==> src/hbee_pkg.sv <==
// Package for the host bridge error and byte-order block.
// Assumes a 64-bit data path and a small plain register port.
package hbee_pkg;

  // Register offsets of the plain register port.
  localparam logic [3:0] HBEE_REG_IRQ_EN   = 4'h0; // Interrupt enables.
  localparam logic [3:0] HBEE_REG_MCK_EN   = 4'h1; // Machine-check enables.
  localparam logic [3:0] HBEE_REG_STATUS   = 4'h2; // Sticky error causes.
  localparam logic [3:0] HBEE_REG_PROC_INIT = 4'h3; // Processor soft reset.
  localparam logic [3:0] HBEE_REG_MODE     = 4'h4; // Bit 0: little-endian.

  // Field positions of the error cause vector.
  localparam int HBEE_ERR_SBE  = 0; // Single-bit ECC.
  localparam int HBEE_ERR_DBE  = 1; // Double-bit ECC.
  localparam int HBEE_ERR_TMO  = 2; // Bus timeout.
  localparam int HBEE_ERR_TABT = 3; // Target abort.
  localparam int HBEE_ERR_MABT = 4; // Master abort.
  localparam int HBEE_ERR_PERR = 5; // Parity error detected.
  localparam int HBEE_ERR_SERR = 6; // System error detected.
  localparam int HBEE_NERR     = 7; // Number of causes.

  // Reset value and machine-check mask.
  localparam logic [6:0] HBEE_EN_RST   = 7'h00;
  localparam logic [6:0] HBEE_MCK_MASK = 7'h7e; // Single-bit is excluded.

  // Access sizes.
  typedef enum logic [1:0]
  {
    HBEE_SZ_BYTE  = 2'h0,
    HBEE_SZ_HALF  = 2'h1,
    HBEE_SZ_WORD  = 2'h2,
    HBEE_SZ_DWORD = 2'h3
  } hbee_size_t;

  // Address targets of an access.
  typedef enum logic [1:0]
  {
    HBEE_TGT_LOCAL = 2'h0, // Controller regs, memory, flash, system regs.
    HBEE_TGT_PCI   = 2'h1, // Processor access headed to PCI.
    HBEE_TGT_PMEM  = 2'h2  // PCI access headed to memory.
  } hbee_tgt_t;

  // Completion of one bus cycle as seen by the error logic.
  typedef struct packed
  {
    logic       valid;  // Cycle completes this clock.
    logic       store;  // 1 for store, 0 for load.
    logic       sbe;    // Single-bit ECC error seen.
    logic       dbe;    // Double-bit ECC error seen.
    logic       tmo;    // Bus timeout.
    logic       tabt;   // PCI target abort.
    logic       mabt;   // PCI master abort.
  } hbee_cyc_t;

endpackage

==> src/hbee_resp.sv <==
// Load/store outcome unit: picks write data, write enable and read data.
// Assumes the top registers its outputs.
`timescale 1ns/1ps
module hbee_resp
  import hbee_pkg::*;
(
  // Cycle and data.
  input  wire hbee_cyc_t   cyc_in,
  input  wire logic [63:0] raw_in,
  input  wire logic [63:0] fixed_in,
  // Outcome.
  output logic             mem_we_out,
  output logic [63:0]      data_out,
  output logic             done_out
);

  ////////////////////////////////////////////////////////////////////////////
  // Outcome per cause; every cycle ends normally.
  always_comb
  begin
    mem_we_out = 1'b0;
    data_out   = raw_in;
    done_out   = cyc_in.valid;
    if (cyc_in.valid && cyc_in.store)
    begin
      // Bus errors and double-bit drop the write.
      mem_we_out = !(cyc_in.dbe || cyc_in.tmo || cyc_in.tabt
                     || cyc_in.mabt);
      // Corrected data is written on a single-bit error.
      data_out = cyc_in.sbe ? fixed_in : raw_in;
    end
    else if (cyc_in.valid)
    begin
      if (cyc_in.tabt || cyc_in.mabt)
      begin
        data_out = '1;
      end
      else if (cyc_in.dbe || cyc_in.tmo)
      begin
        data_out = raw_in;
      end
      else if (cyc_in.sbe)
      begin
        data_out = fixed_in;
      end
    end
  end

endmodule

==> src/hbee_swap.sv <==
// Byte-order unit: swaps bytes or rearranges low address bits.
// Assumes a purely combinational use by the bridge top.
`timescale 1ns/1ps
module hbee_swap
  import hbee_pkg::*;
(
  // Access description.
  input  wire logic       little_in,
  input  wire hbee_tgt_t  tgt_in,
  input  wire hbee_size_t size_in,
  input  wire logic [2:0] addr_in,
  input  wire logic [63:0] data_in,
  // Converted access.
  output logic [2:0]      addr_out,
  output logic [63:0]     data_out
);

  // Returns the low address xor mask for an access size.
  function automatic logic [2:0] hbee_munge(input hbee_size_t sz);
    case (sz)
      HBEE_SZ_BYTE:  hbee_munge = 3'h7;
      HBEE_SZ_HALF:  hbee_munge = 3'h6;
      HBEE_SZ_WORD:  hbee_munge = 3'h4;
      default:       hbee_munge = 3'h0;
    endcase
  endfunction

  // Reverses the eight bytes of a doubleword.
  function automatic logic [63:0] hbee_bswap(input logic [63:0] d);
    for (int i = 0; i < 8; i++)
    begin
      hbee_bswap[i*8 +: 8] = d[(7-i)*8 +: 8];
    end
  endfunction

  ////////////////////////////////////////////////////////////////////////////
  // Local targets pass untouched in both modes.
  always_comb
  begin
    addr_out = addr_in;
    data_out = data_in;
    if (tgt_in != HBEE_TGT_LOCAL)
    begin
      if (little_in)
      begin
        // Address is reverse-rearranged or rearranged; same xor both ways.
        addr_out = addr_in ^ hbee_munge(size_in);
      end
      else
      begin
        // Bytes are swapped both ways to keep address invariance.
        data_out = hbee_bswap(data_in);
      end
    end
  end

endmodule

==> src/hbee_top.sv <==
// Top of the host bridge error handling and byte-order block.
// Assumes synchronous inputs from bridge logic; PERR and SERR are pins.
// Function
// - Store single-bit ECC writes corrected data.
// - Load single-bit ECC returns corrected data.
// - Store double-bit ECC ends normally, no write.
// - Load double-bit ECC returns uncorrected data.
// - Store bus errors drop data, end normally.
// - Load timeout returns any data, completes.
// - Load aborts return all ones, end normally.
// - Interrupt per cause only when enabled.
// - Machine check per non-single-bit cause when enabled.
// - Transfer error acknowledge is never asserted.
// - Software sets processor soft reset bits.
// - Local targets always appear big-endian.
// - Big-endian mode swaps bytes both directions.
//
// The placing of the registers and the plain strobed port were left to the implementer.
`timescale 1ns/1ps
module hbee_top
  import hbee_pkg::*;
#(
  parameter int NPROC = 2
)
(
  // Clock, reset and enable.
  input  wire logic             clk_in,
  input  wire logic             resetn_in,
  input  wire logic             ce_in,
  // Register port.
  input  wire logic [3:0]       reg_addr_in,
  input  wire logic [31:0]      reg_wdata_in,
  input  wire logic             reg_wr_in,
  input  wire logic             reg_rd_in,
  output logic [31:0]           reg_rdata_out,
  // Bus cycle completion.
  input  wire hbee_cyc_t        cyc_in,
  input  wire logic [63:0]      raw_data_in,
  input  wire logic [63:0]      fixed_data_in,
  output logic                  mem_we_out,
  output logic [63:0]           cyc_data_out,
  output logic                  cyc_done_out,
  output logic                  transfer_error_ack_out,
  // Byte-order path.
  input  wire hbee_tgt_t        tgt_in,
  input  wire hbee_size_t       size_in,
  input  wire logic [2:0]       addr_in,
  input  wire logic [63:0]      data_in,
  output logic [2:0]            addr_out,
  output logic [63:0]           data_out,
  // PCI error pins, active low.
  input  wire logic             perr_n_in,
  input  wire logic             serr_n_in,
  // Reports.
  output logic [HBEE_NERR-1:0]  irq_req_out,
  output logic                  machine_check_out,
  output logic [NPROC-1:0]      processor_soft_reset_out
);

  ////////////////////////////////////////////////////////////////////////////
  // Pin synchronisers; the first stage feeds only the second.
  logic [1:0] pin_s1;      // First stage.
  logic [1:0] pin_s2;      // Second stage.
  logic [1:0] pin_s3;      // Previous value for edge detect.

  always_ff @(posedge clk_in)
  begin
    if (!resetn_in)
    begin
      pin_s1 <= 2'h3;
      pin_s2 <= 2'h3;
      pin_s3 <= 2'h3;
    end
    else if (ce_in)
    begin
      pin_s1 <= {serr_n_in, perr_n_in};
      pin_s2 <= pin_s1;
      pin_s3 <= pin_s2;
    end
  end

  ////////////////////////////////////////////////////////////////////////////
  // Outcome and byte-order units.
  logic             next_we;   // Write enable of the outcome.
  logic [63:0]      next_cdat; // Data of the outcome.
  logic             next_done; // Cycle end.
  logic [2:0]       next_addr; // Converted address.
  logic [63:0]      next_dat;  // Converted data.
  logic             little;    // Little-endian mode bit.

  hbee_resp u_resp
  (
    .cyc_in     (cyc_in),
    .raw_in     (raw_data_in),
    .fixed_in   (fixed_data_in),
    .mem_we_out (next_we),
    .data_out   (next_cdat),
    .done_out   (next_done)
  );

  hbee_swap u_swap
  (
    .little_in (little),
    .tgt_in    (tgt_in),
    .size_in   (size_in),
    .addr_in   (addr_in),
    .data_in   (data_in),
    .addr_out  (next_addr),
    .data_out  (next_dat)
  );

  ////////////////////////////////////////////////////////////////////////////
  // Register state.
  logic [HBEE_NERR-1:0] irq_en;     // Interrupt enables.
  logic [HBEE_NERR-1:0] mck_en;     // Machine-check enables.
  logic [HBEE_NERR-1:0] status;     // Sticky causes.
  logic [NPROC-1:0]     proc_init;  // Soft reset bits.
  logic [HBEE_NERR-1:0] next_irq_en;
  logic [HBEE_NERR-1:0] next_mck_en;
  logic [HBEE_NERR-1:0] next_status;
  logic [NPROC-1:0]     next_proc_init;
  logic                 next_little;
  logic [31:0]          next_rdata;
  logic [HBEE_NERR-1:0] err_ev;     // Cause events this clock.

  // Gathers the cause events of this clock.
  always_comb
  begin
    err_ev = '0;
    if (cyc_in.valid)
    begin
      err_ev[HBEE_ERR_SBE]  = cyc_in.sbe;
      err_ev[HBEE_ERR_DBE]  = cyc_in.dbe;
      err_ev[HBEE_ERR_TMO]  = cyc_in.tmo;
      err_ev[HBEE_ERR_TABT] = cyc_in.tabt;
      err_ev[HBEE_ERR_MABT] = cyc_in.mabt;
    end
    // Falling edge of each pin counts as one event.
    err_ev[HBEE_ERR_PERR] = pin_s3[0] && !pin_s2[0];
    err_ev[HBEE_ERR_SERR] = pin_s3[1] && !pin_s2[1];
  end

  // Next values of the registers and the read data.
  always_comb
  begin
    next_irq_en    = irq_en;
    next_mck_en    = mck_en;
    next_proc_init = proc_init;
    next_little    = little;
    next_rdata     = 32'h0;
    next_status    = status;
    if (reg_wr_in)
    begin
      case (reg_addr_in)
        HBEE_REG_IRQ_EN:
          next_irq_en = reg_wdata_in[HBEE_NERR-1:0];
        HBEE_REG_MCK_EN:
          next_mck_en = reg_wdata_in[HBEE_NERR-1:0] & HBEE_MCK_MASK;
        HBEE_REG_STATUS:
          next_status = status & ~reg_wdata_in[HBEE_NERR-1:0];
        HBEE_REG_PROC_INIT:
          next_proc_init = reg_wdata_in[NPROC-1:0];
        HBEE_REG_MODE:
          next_little = reg_wdata_in[0];
        default:
          next_little = little;
      endcase
    end
    // Set wins over a clear in the same clock.
    next_status = next_status | err_ev;
    if (reg_rd_in)
    begin
      case (reg_addr_in)
        HBEE_REG_IRQ_EN:    next_rdata[HBEE_NERR-1:0] = irq_en;
        HBEE_REG_MCK_EN:    next_rdata[HBEE_NERR-1:0] = mck_en;
        HBEE_REG_STATUS:    next_rdata[HBEE_NERR-1:0] = status;
        HBEE_REG_PROC_INIT: next_rdata[NPROC-1:0] = proc_init;
        HBEE_REG_MODE:      next_rdata[0] = little;
        default:            next_rdata = 32'h0;
      endcase
    end
  end

  // Registers all state but the pin synchronisers; all outputs come from here.
  always_ff @(posedge clk_in)
  begin
    if (!resetn_in)
    begin
      irq_en                   <= HBEE_EN_RST;
      mck_en                   <= HBEE_EN_RST;
      status                   <= '0;
      proc_init                <= '0;
      little                   <= 1'b0;
      reg_rdata_out            <= 32'h0;
      mem_we_out               <= 1'b0;
      cyc_data_out             <= 64'h0;
      cyc_done_out             <= 1'b0;
      transfer_error_ack_out   <= 1'b0;
      addr_out                 <= 3'h0;
      data_out                 <= 64'h0;
      irq_req_out              <= '0;
      machine_check_out        <= 1'b0;
      processor_soft_reset_out <= '0;
    end
    else if (ce_in)
    begin
      irq_en                   <= next_irq_en;
      mck_en                   <= next_mck_en;
      status                   <= next_status;
      proc_init                <= next_proc_init;
      little                   <= next_little;
      reg_rdata_out            <= next_rdata;
      mem_we_out               <= next_we;
      cyc_data_out             <= next_cdat;
      cyc_done_out             <= next_done;
      transfer_error_ack_out   <= 1'b0;
      addr_out                 <= next_addr;
      data_out                 <= next_dat;
      irq_req_out              <= next_status & irq_en;
      machine_check_out        <= |(next_status & mck_en
                                    & HBEE_MCK_MASK);
      processor_soft_reset_out <= next_proc_init;
    end
  end

  ////////////////////////////////////////////////////////////////////////////
  // Checks.
  a_no_tea: assert property (@(posedge clk_in)
    disable iff (!resetn_in)
    !transfer_error_ack_out)
    else $error("transfer error ack asserted");

  a_dbe_store_nowr: assert property (@(posedge clk_in)
    disable iff (!resetn_in)
    ce_in && cyc_in.valid && cyc_in.store && cyc_in.dbe
      |=> !mem_we_out && cyc_done_out)
    else $error("double-bit store wrote memory");

  a_abort_ones: assert property (@(posedge clk_in)
    disable iff (!resetn_in)
    ce_in && cyc_in.valid && !cyc_in.store && (cyc_in.tabt || cyc_in.mabt)
      |=> cyc_data_out == 64'hffff_ffff_ffff_ffff && cyc_done_out)
    else $error("abort load not all ones");

  a_sbe_fix_load: assert property (@(posedge clk_in)
    disable iff (!resetn_in)
    ce_in && cyc_in.valid && !cyc_in.store && cyc_in.sbe && !cyc_in.dbe
      && !cyc_in.tmo && !cyc_in.tabt && !cyc_in.mabt
      |=> cyc_data_out == $past(fixed_data_in))
    else $error("single-bit load not corrected");

  a_sbe_fix_store: assert property (@(posedge clk_in)
    disable iff (!resetn_in)
    ce_in && cyc_in.valid && cyc_in.store && cyc_in.sbe && !cyc_in.dbe
      && !cyc_in.tmo && !cyc_in.tabt && !cyc_in.mabt
      |=> mem_we_out && cyc_data_out == $past(fixed_data_in))
    else $error("single-bit store not corrected");

  a_bus_err_drop: assert property (@(posedge clk_in)
    disable iff (!resetn_in)
    ce_in && cyc_in.valid && cyc_in.store
      && (cyc_in.tmo || cyc_in.tabt || cyc_in.mabt)
      |=> !mem_we_out && cyc_done_out)
    else $error("bus error store wrote memory");

  a_irq_gated: assert property (@(posedge clk_in)
    disable iff (!resetn_in)
    ##1 (irq_req_out & ~$past(irq_en)) == '0)
    else $error("interrupt raised while disabled");

  a_sbe_no_mck: assert property (@(posedge clk_in)
    disable iff (!resetn_in)
    mck_en[HBEE_ERR_SBE] == 1'b0)
    else $error("single-bit machine check enabled");

  a_local_pass: assert property (@(posedge clk_in)
    disable iff (!resetn_in)
    ce_in && tgt_in == HBEE_TGT_LOCAL
      |=> addr_out == $past(addr_in) && data_out == $past(data_in))
    else $error("local target altered");

  a_le_byte_xor: assert property (@(posedge clk_in)
    disable iff (!resetn_in)
    ce_in && little && tgt_in != HBEE_TGT_LOCAL && size_in == HBEE_SZ_BYTE
      |=> addr_out == ($past(addr_in) ^ 3'h7))
    else $error("byte rearrange wrong");

  a_soft_reset: assert property (@(posedge clk_in)
    disable iff (!resetn_in)
    ce_in && reg_wr_in && reg_addr_in == HBEE_REG_PROC_INIT
      |=> processor_soft_reset_out == $past(reg_wdata_in[NPROC-1:0]))
    else $error("soft reset not applied");

endmodule
==> config.mk <==
export PLATFORM = sky130hd
export DESIGN_NAME = hbee_top
export DESIGN_NICKNAME = d
export VERILOG_FILES = /design/src/hbee_pkg.sv /design/src/hbee_resp.sv /design/src/hbee_swap.sv /design/src/hbee_top.sv
export SDC_FILE = /design/constraint.sdc
export NUM_CORES = 1
export LEC_CHECK = 0
export ABC_AREA = 1
export BUFFER_PORTS_ARGS = -buffer_cell sky130_fd_sc_hd__buf_2
export CORE_AREA = 2 2 163 165
export CTS_CLUSTER_DIAMETER = 150
export DETAILED_ROUTE_END_ITERATION = 8
export DIE_AREA = 0 0 165 167
export PLACE_DENSITY = 0.81
export SYNTH_ARGS = -nofsm -noshare
export SYNTH_HDL_FRONTEND = slang
export SYNTH_HIERARCHICAL = 1
export SYNTH_SLANG_ARGS = --single-unit
export TNS_END_PERCENT = 100
==> constraint.sdc <==
create_clock -name clk_in -period 2.3 [get_ports clk_in]
set_clock_uncertainty 0.05 [all_clocks]
set_input_delay 0.23 -clock clk_in [delete_from_list [all_inputs] [get_ports clk_in]]
set_output_delay 0.23 -clock clk_in [all_outputs]
set_load 0.01 [all_outputs]
==> impl_metrics.csv <==
group,metric,value,unit
run_status,status,"complete, but fails checks",
run_status,violations,"DRC",
sta,hold_viol_final,0,
die,ios,425,
grt,grt-ovfl-total,0,
route,wl_per_cell,14.3,um
worst_setup_path,path_class,"reg2reg",
placement,hpwl,23.6,mm
cts,cts.clk_slew.worst_paths,0.08,ns
cts,cts_resized,0,
die,initial_utilization,40.3,%
yosys,ys_ff_latch,177,
worst_setup_path,cpPeakStageDelay,0.53,ns
cts,h-tree-depth,4,
grt,grt_usage,23.4,%
route,ant_nets,0,
die,die_w,165,um
cts,clockBufferDepth,2,
sta,tns,0,ns
route,via_per_inst,5.05,
die,rows,59,
sta,finalSetupViolations,0,
sta,fin_crit_sh,75.2,%
worst_setup_path,crit_chain,"inv_2 > nand2_4 > buf_4 > nand2_1 > nand2_1 > nor2_1 > nor2_1",
route,firstDrtPassIters,7,
sta,min_period,1.73,ns
die,fp.dieH,167,um
min_path,hold_class,"in2reg",
layout,drive_gt1_share,24.2,%
cts,root_buffer,"clkbuf_16",
worst_setup_path,ff2ff_setup_slack,0.57,ns
cts,clock_latency,0.42,ns
worst_setup_path,slowest_stage,"dfxtp_1",
run,drv_cap,0,
worst_setup_path,path_buf_inv,2,
layout,fillers,2565,
sta,fmax,579,MHz
power_and_ir_drop,pwr_density_cell,610,nW/um^2
worst_setup_path,worstReg2RegStart,"little",
worst_setup_path,crit_path_end_kind,"register",
yosys,netlist_instances,1690,
cts,cts.sinks,177,
route,num_vias,11900,
worst_setup_path,required,2.61,ns
min_path,hp-start,"reg_wdata_in[2]",
layout,ff_latch_area,3540,sq um
layout,stdcell_count,2351,
layout,fin_util,50.0,%
worst_setup_path,worstPathArrival,2.03,ns
worst_setup_path,start_kind,"register",
die,core-area,25800,sq um
cts,numCtsBuffers,17,
yosys,synth_seq_area_share,34.1,%
layout,area_growth,24.0,%
yosys,syn_area_per_cell,6.14,sq um
grt,grt_max_degree,146,
grt,antenna_found_initial,3,
cts,postCtsSetupRepairBufs,0,
sta,rsz0062_at_grt,"false",
grt,grt_pass1_vias,10900,
placement,port_buffers,373,
power_and_ir_drop,p_leak,7.12,nW
yosys,syn_area,10400,sq um
worst_setup_path,crit_fanout,27,
grt,grt_pass1_wl,52.4,mm
layout,multi_input_area,5190,sq um
sta,drv_slew,0,
layout,design_area,12900,sq um
sta,worstMarginPinSlew,0.810,ns
cts,hold_buffers,2,
placement,placed_cells,2316,
die,die_area,27600,sq um
placement,routabilityCongestion,0.913,
worst_setup_path,cp_top_family,"simple AND/OR/NAND/NOR gates",
power_and_ir_drop,peakVddDrop,0.372,mV
sta,maxSlewHeadroom,45.9,%
yosys,ys_types,28,
cts,cts_tree,"done",
route,wirelength,33.5,mm
placement,placed_area,12300,sq um
worst_setup_path,crit_start,"little",
route,route.detailed.drc,1,
yosys,ys_warn_count,6,
route,drt_iter0_markers,956,
layout,finalNetCount,2251,
-- flip-flops by register name, indices dropped and copies added, names as in the netlist, 3 cells and up --
signal and cells:
mck_en 6, irq_en 7, data_out 64, reg_rdata_out 7, cyc_data_out 64, irq_req_out 7
status 7, addr_out 3
-- cell type report --
type	count	area share, %
flip-flops and latches	177	27.5
well taps	335	3.25
clock inverters	14	1.08
repair buffers	414	18.1
clock buffers	17	3.30
multi-input cells	1170	40.3
diodes	2	0.0389
inverters	222	6.49
-- where the power goes --
group	switching (mW)	internal [mW]	leakage, nW	total [mW]
registers	0.0995	3.27	1.46	3.37
logic	1.02	0.641	5.37	1.66
clock network	1.39	1.44	0.280	2.83
total	2.51	5.35	7.12	7.86
-- kinds of logic (layout without fill, tap and decap cells) --
logic type | Yosys count | in the layout | share of synthesized area [%]
flip-flops | 177 | 177 | 34.1
buffers and inverters | 368 | 667 | 16.8
other | 1 | 28 | 0.0361
AND/OR/NAND/NOR | 883 | 883 | 35.9
AO/OA/AOI/OAI | 260 | 260 | 13.1
XOR/XNOR | 1 | 1 | 0.0844
-- layout by cell type, fill, tap and decap left out, drive strengths merged --
master / Yosys / layout
buf: 107 / 412
nand2: 371 / 371
nor2: 278 / 278
inv: 222 / 229
nand3: 226 / 226
o21ai: 212 / 212
dfxtp: 177 / 177
a21oi: 43 / 43
conb: 1 / 26
clkbuf: 39 / 17
clkinv: 0 / 7
o211ai: 5 / 5
nand4: 4 / 4
nand3b: 3 / 3
diode: 0 / 2
dlygate4sd3: 0 / 2
nor3: 1 / 1
xor2: 1 / 1
-- path summary, 6_finish.rpt --
path,endpoint,cells after the start
setup reg to reg,data_out[23],7
hold / removal,mck_en[2],3
hold reg to reg,irq_req_out[1],2
setup / recovery,data_out[23],7
-- synth_stat cells (all sizes together) --
master | count | area [sq um]
a21oi | 43 | 219
xor2 | 1 | 8.76
nand2 | 371 | 1450
o211ai | 5 | 37.5
nand3b | 3 | 22.5
clkbuf | 39 | 146
nor3 | 1 | 5.00
conb | 1 | 3.75
nand4 | 4 | 25.0
o21ai | 212 | 1100
nand3 | 226 | 1160
inv | 222 | 833
buf | 107 | 769
dfxtp | 177 | 3540
nor2 | 278 | 1060
-- metal layers --
layer	routed length (um)	global-route usage [%]
met5	13	0
met4	1510	12.2
met3	2990	6.23
met2	15600	39.5
met1	13400	26.7
-- tightest hold or removal path, stage by stage --
cell	delay, ns
buf_2	0.12
nand3_1	0.08
a21oi_1	0.06
-- stage by stage --
| step | setup WS (ns) | hold slack, ns | power (mW) |
|---|---|---|---|
| final | 0.571 | 0.0641 | 7.86 |
| after global routing | 0.470 | 0.0520 | 8.30 |
| after CTS | 0.572 | 0.0383 | 7.93 |
| after detailed placement | 0.483 | 0.396 | 5.08 |
| after global placement | 0.480 | 0.390 | 5.04 |
| after floorplan | 1.11 | 0.306 | 4.44 |
Power figures use the tool's default switching activity.
